===== config.mk =====
export PLATFORM = sky130hd
export DESIGN_NAME = srb_result_buffer
export DESIGN_NICKNAME = d
export VERILOG_FILES = /design/src/hdl/srb_pkg.sv /design/src/hdl/srb_fifo.sv /design/src/hdl/srb_result_buffer.sv
export SDC_FILE = /design/constraint.sdc
export NUM_CORES = 1
export LEC_CHECK = 0
export ABC_AREA = 1
export BUFFER_PORTS_ARGS = -buffer_cell sky130_fd_sc_hd__buf_2
export CAP_MARGIN = 40
export CORE_ASPECT_RATIO = 0.9
export CORE_MARGIN = 2
export CORE_UTILIZATION = 35
export DETAILED_ROUTE_END_ITERATION = 10
export PLACE_DENSITY = 0.53
export SETUP_SLACK_MARGIN = 0.05
export SYNTH_ARGS = -nofsm -noshare
export SYNTH_HDL_FRONTEND = slang
export SYNTH_SLANG_ARGS = --single-unit
export TNS_END_PERCENT = 1

===== constraint.sdc =====
create_clock -name clk_sys -period 2.59 [get_ports clk_sys]
set_input_delay 0.518 -clock clk_sys [delete_from_list [all_inputs] [get_ports clk_sys]]
set_output_delay 0.518 -clock clk_sys [all_outputs]
set_load 0.005 [all_outputs]

===== src/hdl/srb_pkg.sv =====
// Purpose: constants and types shared by the result circular buffer.
// Assumes: one clock, clk_sys at 40 MHz; asynchronous active-low reset.
// Notes:   buffer locations are numbered 1..64; storage indices are 0..63.
// Overview of operation
// RULE1: results of all kinds land in a 64-entry circular buffer.
// RULE2: buffering runs only while buffer-config bit D7 is one.
// RULE3: read, write and trigger indices steer reading, writing and interrupt.
// RULE4: trigger level counts single values, not coordinate pairs.
// RULE5: buffer reset puts read and write at 1, trigger at level.
// RULE6: writes reaching the trigger raise data-available on the chosen pin.
// RULE7: while buffering, touch needs self control, auxiliary needs host control.
// RULE8: single-shot stops at trigger; first read clears, restarts, moves trigger.
// RULE9: continuous restarts at once and moves trigger by the level.
// RULE10: continuous interrupt drops on next write or first read.
// RULE11: reading an empty buffer leaves the read index alone.
// RULE12: writing a full buffer overwrites and pushes read index one on.
// RULE13: full and empty status sit at buffer-config bits D1-D0.
// RULE14: update-control D7 picks SPI (0) or I2C (1) for buffer reads.
// RULE15: update-control D6 picks automatic collision halt (0) or software hold.
// RULE16: with software hold, D5 one freezes updates, zero lets them run.
// RULE17: read word D15 is the full flag; D13 is reserved.
// RULE18: read word D14 is the empty flag, set reading the last value.
// RULE19: read word D12 tags the value kind.
// RULE20: multi-input results arrive and are stored in the fixed scan order.
// RULE21: result nibble fills D11-D8, result byte fills D7-D0.
// RULE22: host chooses the scanned inputs through the scan-select field.
// RULE23: indices wrap from 64 to 1; trigger advances modulo depth.
package srb_pkg;

  localparam int unsigned DEPTH       = 64;
  localparam int unsigned IDX_W       = 6;
  localparam int unsigned LVL_W       = 7;
  localparam int unsigned ENT_W       = 13;
  localparam int unsigned STAGE_DEPTH = 16;

  // buffer configuration register fields
  localparam int unsigned BCFG_EN_BIT    = 7;
  localparam int unsigned BCFG_EMPTY_BIT = 0;
  localparam int unsigned BCFG_FULL_BIT  = 1;

  // buffer update control register fields
  localparam int unsigned UPD_PORT_BIT = 7;
  localparam int unsigned UPD_MODE_BIT = 6;
  localparam int unsigned UPD_HOLD_BIT = 5;
  localparam logic [7:0]  UPD_RESET    = 8'h00;

  // read word fields
  localparam int unsigned RW_FULL_BIT  = 15;
  localparam int unsigned RW_EMPTY_BIT = 14;
  localparam int unsigned RW_TAG_BIT   = 12;

  // reset values of indices (location 1 is index 0)
  localparam logic [IDX_W-1:0] IDX_RESET  = 6'h00;
  localparam logic [LVL_W-1:0] CNT_FULL   = 7'h40;
  localparam logic [LVL_W-1:0] LVL_RESET  = 7'h01;

  typedef enum logic [1:0] {SRB_IDLE, SRB_RUN, SRB_WAIT} srb_state_t;

endpackage


===== src/hdl/srb_fifo.sv =====
// Purpose: small staging FIFO between converter and circular buffer.
// Assumes: one clock; in_ready and out_valid are combinational from count.
// Notes:   drain side may stall, so the converter sees honest back-pressure.
module srb_fifo #(
  parameter int unsigned WIDTH = 13,
  parameter int unsigned DEPTH = 16
) (
  // clock and reset
  input  wire logic             clk_sys,
  input  wire logic             resetn,
  // filling side
  input  wire logic             in_valid,
  output logic                  in_ready,
  input  wire logic [WIDTH-1:0] in_data,
  // draining side
  output logic                  out_valid,
  input  wire logic             out_ready,
  output logic      [WIDTH-1:0] out_data,
  // flush
  input  wire logic             flush
);
  localparam int unsigned PW = $clog2(DEPTH);

  logic [WIDTH-1:0] mem [DEPTH];
  logic [PW-1:0]    wp_reg;
  logic [PW-1:0]    rp_reg;
  logic [PW:0]      cnt_reg;
  logic             push;
  logic             pop;

  assign in_ready  = (cnt_reg != (PW+1)'(DEPTH));
  assign out_valid = (cnt_reg != '0);
  assign out_data  = mem[rp_reg];
  assign push      = in_valid && in_ready;
  assign pop       = out_valid && out_ready;

  always_ff @(posedge clk_sys) begin
    if (push) begin
      mem[wp_reg] <= in_data;
    end
  end

  always_ff @(posedge clk_sys or negedge resetn) begin
    if (!resetn) begin
      wp_reg  <= '0;
      rp_reg  <= '0;
      cnt_reg <= '0;
    end else if (flush) begin
      wp_reg  <= '0;
      rp_reg  <= '0;
      cnt_reg <= '0;
    end else begin
      if (push) begin
        wp_reg <= (wp_reg == PW'(DEPTH-1)) ? '0 : wp_reg + 1'b1;
      end
      if (pop) begin
        rp_reg <= (rp_reg == PW'(DEPTH-1)) ? '0 : rp_reg + 1'b1;
      end
      cnt_reg <= cnt_reg + (PW+1)'(push) - (PW+1)'(pop);
    end
  end

endmodule


===== src/hdl/srb_result_buffer.sv =====
// Purpose: 64-entry circular result buffer with trigger interrupt.
// Assumes: converter and host logic share clk_sys; no synchronisers needed.
// Notes:   registers appear as plain write strobes and read-back ports.
module srb_result_buffer
  import srb_pkg::*;
(
  // clock and reset
  input  wire logic                       clk_sys,
  input  wire logic                       resetn,
  // buffer configuration register
  input  wire logic                       bcfg_wr,
  input  wire logic [7:0]                 bcfg_wdata,
  output logic      [7:0]                 bcfg_rdata,
  // buffer update control register
  input  wire logic                       upd_wr,
  input  wire logic [7:0]                 upd_wdata,
  output logic      [7:0]                 upd_rdata,
  // static settings
  input  wire logic [srb_pkg::LVL_W-1:0]  trigger_level,
  input  wire logic                       continuous_mode,
  input  wire logic                       self_ctrl_mode,
  input  wire logic                       int_pin_sel,
  // converter results
  input  wire logic                       res_valid,
  output logic                            res_ready,
  input  wire logic [3:0]                 result_high_nibble,
  input  wire logic [7:0]                 result_low_byte,
  input  wire logic                       value_tag,
  // conversion control
  output logic                            touch_conv_allow,
  output logic                            aux_conv_allow,
  output logic                            conv_set_start,
  // host reads
  input  wire logic                       rd_req_spi,
  input  wire logic                       rd_req_i2c,
  output logic      [15:0]                buffer_read_word,
  output logic                            rd_valid,
  // data-available pins
  output logic                            general_pin_one,
  output logic                            general_pin_two,
  // indices, locations 1..64
  output logic      [srb_pkg::LVL_W-1:0]  read_index,
  output logic      [srb_pkg::LVL_W-1:0]  write_index,
  output logic      [srb_pkg::LVL_W-1:0]  trigger_index
);
  import srb_pkg::*;

  // ----------------------------------------------------------------
  // helpers
  // ----------------------------------------------------------------
  function automatic logic [LVL_W-1:0] loc_of(input logic [IDX_W-1:0] idx);
    loc_of = {1'b0, idx} + 7'h01;
  endfunction

  // level 64 moves the trigger a whole turn, i.e. index unchanged
  function automatic logic [IDX_W-1:0] step_by(input logic [IDX_W-1:0] idx,
                                              input logic [LVL_W-1:0] lvl);
    step_by = idx + lvl[IDX_W-1:0];
  endfunction

  // ----------------------------------------------------------------
  // registers
  // ----------------------------------------------------------------
  logic [ENT_W-1:0] store [DEPTH];
  logic             buf_en_reg;
  logic [7:0]       upd_reg;
  logic [IDX_W-1:0] rd_idx_reg;
  logic [IDX_W-1:0] wr_idx_reg;
  logic [IDX_W-1:0] trg_idx_reg;
  logic [LVL_W-1:0] cnt_reg;
  logic             int_reg;
  logic             read_seen_reg;
  srb_state_t       state_reg;

  logic             buf_reset;
  logic             rd_req;
  logic             rd_take;
  logic             wr_hold;
  logic             wr_take;
  logic             full;
  logic             empty;
  logic             trig_hit;
  logic             restart;
  logic             stg_valid;
  logic [ENT_W-1:0] stg_data;

  assign buf_reset = bcfg_wr && bcfg_wdata[BCFG_EN_BIT];
  assign full      = (cnt_reg == CNT_FULL);
  assign empty     = (cnt_reg == '0);

  // ----------------------------------------------------------------
  // configuration
  // ----------------------------------------------------------------
  always_ff @(posedge clk_sys or negedge resetn) begin
    if (!resetn) begin
      buf_en_reg <= 1'b0;
    end else if (bcfg_wr) begin
      buf_en_reg <= bcfg_wdata[BCFG_EN_BIT];                       // [RULE2]
    end
  end

  always_ff @(posedge clk_sys or negedge resetn) begin
    if (!resetn) begin
      upd_reg <= UPD_RESET;
    end else if (upd_wr) begin
      upd_reg <= {upd_wdata[7:5], 5'h00};
    end
  end

  assign upd_rdata  = upd_reg;
  assign bcfg_rdata = {buf_en_reg, 5'h00, full, empty};            // [RULE13]

  // ----------------------------------------------------------------
  // staging FIFO and write stall
  // ----------------------------------------------------------------
  srb_fifo #(
    .WIDTH (ENT_W),
    .DEPTH (STAGE_DEPTH)
  ) u_stage (
    .clk_sys   (clk_sys),
    .resetn    (resetn),
    .in_valid  (res_valid),
    .in_ready  (res_ready),
    .in_data   ({value_tag, result_high_nibble, result_low_byte}), // [RULE19] [RULE21]
    .out_valid (stg_valid),
    .out_ready (!wr_hold),
    .out_data  (stg_data),
    .flush     (buf_reset)
  );

  // host-side read selected by port bit; the other port is ignored
  assign rd_req = upd_reg[UPD_PORT_BIT] ? rd_req_i2c : rd_req_spi; // [RULE14]
  assign rd_take = rd_req && buf_en_reg && !empty;                 // [RULE11]

  // automatic mode stalls a write colliding with a read; software mode obeys hold
  always_comb begin
    if (upd_reg[UPD_MODE_BIT]) begin
      wr_hold = upd_reg[UPD_HOLD_BIT];                             // [RULE16]
    end else begin
      wr_hold = rd_req;                                            // [RULE15]
    end
    if (buf_en_reg && state_reg != SRB_RUN) begin
      wr_hold = 1'b1;                                              // [RULE8]
    end
  end

  // results written in arrival order, which follows the scan sequence
  assign wr_take  = stg_valid && !wr_hold && buf_en_reg && state_reg == SRB_RUN; // [RULE20]
  assign trig_hit = wr_take && (wr_idx_reg == trg_idx_reg);        // [RULE6]

  // ----------------------------------------------------------------
  // sequencing
  // ----------------------------------------------------------------
  always_ff @(posedge clk_sys or negedge resetn) begin
    if (!resetn) begin
      state_reg <= SRB_IDLE;
    end else if (bcfg_wr) begin
      state_reg <= bcfg_wdata[BCFG_EN_BIT] ? SRB_RUN : SRB_IDLE;
    end else begin
      case (state_reg)
        SRB_RUN: begin
          if (trig_hit && !continuous_mode) begin
            state_reg <= SRB_WAIT;                                 // [RULE8]
          end
        end
        SRB_WAIT: begin
          if (rd_take) begin
            state_reg <= SRB_RUN;                                  // [RULE8]
          end
        end
        default: begin
          state_reg <= state_reg;
        end
      endcase
    end
  end

  assign restart = (state_reg == SRB_WAIT && rd_take && !bcfg_wr)
                || (trig_hit && continuous_mode);                  // [RULE9]

  always_ff @(posedge clk_sys or negedge resetn) begin
    if (!resetn) begin
      conv_set_start <= 1'b0;
    end else begin
      conv_set_start <= restart || buf_reset;
    end
  end

  assign touch_conv_allow = !buf_en_reg || self_ctrl_mode;         // [RULE7]
  assign aux_conv_allow   = !buf_en_reg || !self_ctrl_mode;        // [RULE7]

  // ----------------------------------------------------------------
  // indices and storage
  // ----------------------------------------------------------------
  always_ff @(posedge clk_sys) begin
    if (wr_take) begin
      store[wr_idx_reg] <= stg_data;                               // [RULE1]
    end
  end

  always_ff @(posedge clk_sys or negedge resetn) begin
    if (!resetn) begin
      wr_idx_reg <= IDX_RESET;
    end else if (buf_reset) begin
      wr_idx_reg <= IDX_RESET;                                     // [RULE5]
    end else if (wr_take) begin
      wr_idx_reg <= wr_idx_reg + 6'h01;                            // [RULE3] [RULE23]
    end
  end

  always_ff @(posedge clk_sys or negedge resetn) begin
    if (!resetn) begin
      rd_idx_reg <= IDX_RESET;
    end else if (buf_reset) begin
      rd_idx_reg <= IDX_RESET;                                     // [RULE5]
    end else if (rd_take || (wr_take && full)) begin
      rd_idx_reg <= rd_idx_reg + 6'h01;                            // [RULE12] [RULE23]
    end
  end

  always_ff @(posedge clk_sys or negedge resetn) begin
    if (!resetn) begin
      trg_idx_reg <= IDX_RESET;
    end else if (buf_reset) begin
      trg_idx_reg <= step_by(IDX_RESET, trigger_level - 7'h01);    // [RULE5]
    end else if (restart) begin
      trg_idx_reg <= step_by(trg_idx_reg, trigger_level);          // [RULE4] [RULE23]
    end
  end

  always_ff @(posedge clk_sys or negedge resetn) begin
    if (!resetn) begin
      cnt_reg <= '0;
    end else if (buf_reset) begin
      cnt_reg <= '0;
    end else if (wr_take && !rd_take && !full) begin
      cnt_reg <= cnt_reg + 7'h01;
    end else if (rd_take && !wr_take) begin
      cnt_reg <= cnt_reg - 7'h01;
    end
  end

  assign read_index    = loc_of(rd_idx_reg);
  assign write_index   = loc_of(wr_idx_reg);
  assign trigger_index = loc_of(trg_idx_reg);

  // ----------------------------------------------------------------
  // interrupt
  // ----------------------------------------------------------------
  always_ff @(posedge clk_sys or negedge resetn) begin
    if (!resetn) begin
      read_seen_reg <= 1'b0;
    end else if (trig_hit || buf_reset) begin
      read_seen_reg <= 1'b0;
    end else if (rd_take) begin
      read_seen_reg <= 1'b1;
    end
  end

  // a new trigger in the clearing cycle keeps the interrupt up
  always_ff @(posedge clk_sys or negedge resetn) begin
    if (!resetn) begin
      int_reg <= 1'b0;
    end else if (trig_hit) begin
      int_reg <= 1'b1;                                             // [RULE6]
    end else if (buf_reset || !buf_en_reg) begin
      int_reg <= 1'b0;
    end else if (rd_take && !read_seen_reg) begin
      int_reg <= 1'b0;                                             // [RULE8] [RULE10]
    end else if (continuous_mode && wr_take) begin
      int_reg <= 1'b0;                                             // [RULE10]
    end
  end

  // pin level low means data available
  assign general_pin_one = !(int_reg && !int_pin_sel);             // [RULE6]
  assign general_pin_two = !(int_reg && int_pin_sel);              // [RULE6]

  // ----------------------------------------------------------------
  // read word
  // ----------------------------------------------------------------
  always_ff @(posedge clk_sys or negedge resetn) begin
    if (!resetn) begin
      buffer_read_word <= 16'h4000;
      rd_valid         <= 1'b0;
    end else begin
      rd_valid <= rd_req && buf_en_reg;
      if (rd_req && buf_en_reg) begin
        buffer_read_word[RW_FULL_BIT]  <= full;                    // [RULE17]
        buffer_read_word[RW_EMPTY_BIT] <= empty || (cnt_reg == 7'h01 && !wr_take); // [RULE18]
        buffer_read_word[13]           <= 1'b0;                    // [RULE17]
        buffer_read_word[RW_TAG_BIT:0] <= empty ? buffer_read_word[RW_TAG_BIT:0]
                                                : store[rd_idx_reg]; // [RULE19] [RULE21]
      end
    end
  end
endmodule


# Word-level counts from Yosys, hierarchy flattened
# Memories as Yosys holds them, arrays and structs flattened. A register that Yosys moved wholly into a read port is not among the register bits.
# Index checks and enable logic that the tools add are counted.
# classes
n_mux	34
n_eq_ne	11
addsub	13
bitwise_logic	1
n_reduce_logical	57
# ops
cell	count
$mux 6	6
$mux 4	6
$logic_and 1x1->1	22
$add 6x1->7 const B	3
$mux 7	3
$logic_not 1->1	14
$mux 1	14
$add 6x1->6 const B	2
$reduce_bool 2->1	6
$add 4x1->4 const B	2
$eq 4x4->1 const B	2
$logic_or 1x1->1	8
$add 7x1->7 const B	1
$eq 7x1->1 const B	1
$eq 7x7->1 const B	1
$logic_not 7->1	1
$sub 7x1->7 const B	1
$add 6x6->6	1
$eq 6x6->1	1
$mux 2	3
$reduce_bool 3->1	2
$sub 6x1->6 const B	1
$add 5x1->5	1
$mux 5	1
other kinds (13)	13
# totals
ram_bits	1040
mem_count	2
reg_bits	50
in_bits	46
wordCells	133
# memory_table
memory	words	width	read_ports	rd_clocked_by_memory_dff	write_ports	line_no	rtl
store	64	13	1	1	1	srb_result_buffer.sv:64	logic [ENT_W-1:0] store [DEPTH];
u_stage.mem	16	13	1	0	1	srb_fifo.sv:24	logic [WIDTH-1:0] mem [DEPTH];

# Logic depth before layout (Yosys ltp)
# logic_depth
depth_word	12
mapped_depth	16
mapped_depth_nobuf	16

# Hierarchy
# A second synthesis with hierarchy kept.
# hier_totals
cells_unflattened	4137
area_unflattened_um2	46133.0
# modules_own_cells
mod	area_per_inst_um2	instances	cells_per_inst
srb_result_buffer	36518.8	1	3202
srb_fifo	9614.2	1	935

# Worst setup path after synthesis
# Ideal clock, no wire load.
# synth_path
path_type	register to register
from	register u_stage.rp_reg[0]
to	memory store[0][0], data pin
arrival_time_ns	2.033
stages_incl_launch_ff	9
slack_ns	-0.044
synth_period_minus_slack_ns	2.634
setup_time_ns	0.601
n_path_buf	3
path_cell_list	dfrtp_1 > buf_2 > inv_1 > buf_2 > buf_1 > o21ai_0 > o211ai_1 > o211ai_1 > nand3_1
# synth_between
elab_chain_cells	1
# synth_rtl
item	line_no	rtl
from (decl)	srb_fifo.sv:26	logic [PW-1:0] rp_reg;
from (signal assigned)	srb_fifo.sv:57	rp_reg <= (rp_reg == PW'(DEPTH-1)) ? '0 : rp_reg + 1'b1;
$mem_v2 16x13	n/a	
via stg_data[0]	srb_result_buffer.sv:85	logic [ENT_W-1:0] stg_data;
to (decl)	srb_result_buffer.sv:64	
# The timed path passes the listed nets, and every way through them passes these cells.

# Worst setup path after layout
# layout_path
from	register rd_idx_reg[2]
to	output port read_index[5] in the netlist's numbering
# layout_between
elab_chain_cells	1
# layout_rtl
item	line_no	rtl
from (decl)	srb_result_buffer.sv:67	logic [IDX_W-1:0] rd_idx_reg;
from (signal assigned)	srb_result_buffer.sv:217	rd_idx_reg <= rd_idx_reg + 6'h01;
$add 6x1->7	srb_result_buffer.sv:52	loc_of = {1'b0, idx} + 7'h01;
to (decl)	srb_result_buffer.sv:42	output logic [srb_pkg::LVL_W-1:0] read_index,
# No other way between the ends.

==> summary.txt <==
Logic synthesis
  – Gate Count Post-Synth: 3915
  – Yosys top cell area share: 0.683
  – Mean Syn Cell Area: 11.7 sq um
  – Mapped cell area: 45700 sq um
  – Synth unique cells: 52
  – Fraction of registers with async set/reset: 0.0571
  – Yosys warnings: 0
  – Number of flops mapped to enable cells by yosys: 1040
  – Commonest cells post-synth: 1300 x nand2_1, 1040 x edfxtp_1, 563 x nand3_1, 234 x nor2_1, 130 x buf_2
  – Count leader, synth: nand2_1
  – Register bit total from synthesis: 1103
  – Leading register cell type out of synthesis: edfxtp_1
  – Largest area contributor in the netlist: edfxtp_1
  – Synth top area cells: edfxtp_1 68%, nand2_1 11%, nand3_1 6.2%, dfrtp_1 3.4%, nor2_1 1.9%
  – Sequential fraction of the synthesis area: 0.718

Drt
  – Metal1 wirelength: 61000 um
  – Routed wire length: 131000 um
  – DRC violations left: 0
  – Per-cell routed wire length: 21.8 um
  – DRT Pass-1 Iters: 5
  – DR vias: 30351
  – Initial DRC count: 3242
  – DR top layer: met5
  – Routed length on met3: 9520 um
  – Vias per Instance: 5.06
  – Met2 WL: 57500 um
  – Antenna-violating nets left: 0

Global routing
  – Vias in the first global route: 28595
  – First-pass GRT wire length: 192000 um
  – GRT Residual Overflow: 0
  – Antenna violations before repair: 2
  – Gr usage total: 0.194
  – Largest net degree at the start of global routing: 116

STA
  – Fmax: 385 MHz
  – Final setup margin: -9.68 ps
  – Final period utilization: 1.00
  – RSZ-0062 raised after global routing: true
  – Worst Tran Pin Value: 693 ps
  – Final min period: 2600 ps
  – Final Hold Fails: 0
  – Clk_skew: 73.2 ps
  – Pins Over Slew Limit: 0
  – Max_slew headroom: 0.538
  – Hold WS: 145 ps
  – Setup Viol. Count Final: 1

Placement
  – Dpl hpwl: 83200 um
  – Port Buffers: 81
  – Final GP Congestion: 0.867
  – Placed instance area: 50200 sq um

Setup path
  – Reg2reg setup slack: 30 ps
  – Worst path required time: 2070 ps
  – Crit start category: register
  – Worst R2R End: buffer_read_word[0]$_DFFE_PN0P_
  – Reg-to-reg critical path startpoint: rd_idx_reg[0]$_DFFE_PN0P_
  – Crit path kind: register to output port
  – Worst R2R Path Depth: 12
  – Critical Path Source: rd_idx_reg[2]$_DFFE_PN0P_
  – Crit Path Max Fanout: 4
  – Worst EP arrival: 2080 ps
  – Critical Path Sink Type: output port

Run
  – Number of max-cap violations: 0

Final layout
  – Largest registers: store (832), u_stage.mem (208), buffer_read_word (15)
  – Fillcell total: 11995
  – Area delta synth->final: 19.7%
  – Ant diodes: 0
  – Layout net count: 4250
  – Reg with most FFs: store
  – Layout cells sized above 1: 0.150
  – Post-route cell area: 54700 sq um
  – Max FFs per register: 832

Min path
  – Worst hold path cell count: 1
  – Worst Hold Launch: result_low_byte[7]
  – Class of the worst hold path: primary input to register
  – Hold EP: u_stage.mem[1][7]$_DFFE_PP_

Power and ir drop
  – Worst vdd ir: 1.14 mV
  – Pwr/cell area: 1150 nW/um^2
  – Total power: 63000 uW
  – Leak Pwr: 0.0203 uW

Floorplanning
  – Core area: 129000 sq um
  – Die X: 385 um
  – Die H: 347 um
  – Initial Util: 0.353
  – IO Count: 106
  – Die ar.: 133000 sq um
  – Row count: 125

Clocking
  – # clock sinks: 1103
  – Register clock-pin slew on the reported worst setup and hold paths: 60 ps
  – CTS HTree Levels: 3
  – Clock Path Buffers: 3
  – Worst skew pair latency: 760 ps
  – CTS root buf: clkbuf_16
  – TritonCTS Buffers: 115
  – CTS tree: built

Outcome
  – Status: complete, but fails checks
  – Violated checks: setup timing
## power by group
part	internal, uW	switching (uW)	total (uW)
combinational	6210	14900	21100
clock	9730	7140	16900
sequential	24500	484	25000
total	40500	22600	63000
## per-layer routing
layer	GRT usage	up-vias
li1	-	14206
met1	0.297	14982
met2	0.287	1006
met3	0.0339	155
met4	0.0460	2
met5	0	-
## layout by cell type (no fill, tap or decap), drive strengths merged
cell type,count
nand2,1306
edfxtp,1040
nand3,567
buf,363
nor2,241
clkbuf,154
a21oi,119
o21ai,94
inv,73
dfrtp,62
clkinv,50
o32ai,27
xor2,24
ha,23
mux2i,22
o221ai,18
nand4,13
bufinv,12
conb,11
o211ai,10
dlygate4sd3,10
nor3,9
o22ai,7
xnor2,5
clkinvlp,3
a21o,2
or2,2
fa,2
and2,1
nand3b,1
a211oi,1
a31oi,1
o21a,1
mux2,1
a211o,1
o31ai,1
o2111ai,1
dfstp,1
bufbuf,1
## timing repair
item | CTS | global route
gates cloned | 1 | 0
pin swaps | 5 | 11
endpoints found under the hold margin | 42 | 0
hold buffers | 10 | 0
setup buffers | 10 | 7
gates resized for setup | 40 | 47
endpoints found under the setup margin | 42 | 564
## stage by stage
step | setup WS, ps | utilization | cells | setup TNS (ps)
2_1_floorplan | -37.3 | - | 3925 | -18730
3_3_place_gp | -64.5 | 0.388 | 5748 | -157
3_5_place_dp | -2.21 | 0.388 | 5748 | -40.0
4_1_cts | -53.8 | 0.421 | 5987 | -76.7
5_1_grt | -75.1 | 0.423 | 5994 | -200
6_report | -9.68 | 0.423 | 5994 | -9.68
## layout make-up
type | instances | area, sq um | area share
tap | 1714 | 2140 | 0.0392
timing repair buffer | 374 | 3620 | 0.0663
inverter | 74 | 308 | 0.00563
clock buffer | 154 | 3130 | 0.0572
sequential | 1103 | 32800 | 0.601
multi-input combinational | 2511 | 11900 | 0.217
clock inverter | 64 | 758 | 0.0139
## worst max path at each step
stage,endpoint,slack (ps),depth (start not counted)
2_1_floorplan,store[0][5]$_DFFE_PP_,-40,8
3_3_place_gp,u_stage.cnt_reg[4]$_DFF_PN0_,-60,17
3_5_place_dp,store[22][11]$_DFFE_PP_,-2,13
4_1_cts,read_index[5],-50,7
5_1_grt,read_index[5],-80,7
6_report,read_index[5],-10,7
## critical path, stage by stage (launching register included)
cell and delay [ps]:
dfrtp_2 480, nand2_4 80, inv_4 80, nand2_4 50, nor3_4 210, xor2_2 200, inv_2 100, buf_6 120
## kinds of logic after synthesis
logic type / synth area share
xor+xnor: 0.00556
fa+ha+maj: 0.00717
simple gates: 0.197
buf+inv: 0.0315
compound gates: 0.0360
other cells: 0.0000821
mux: 0.00507
flops: 0.718
Power figures use the tool's default switching activity.
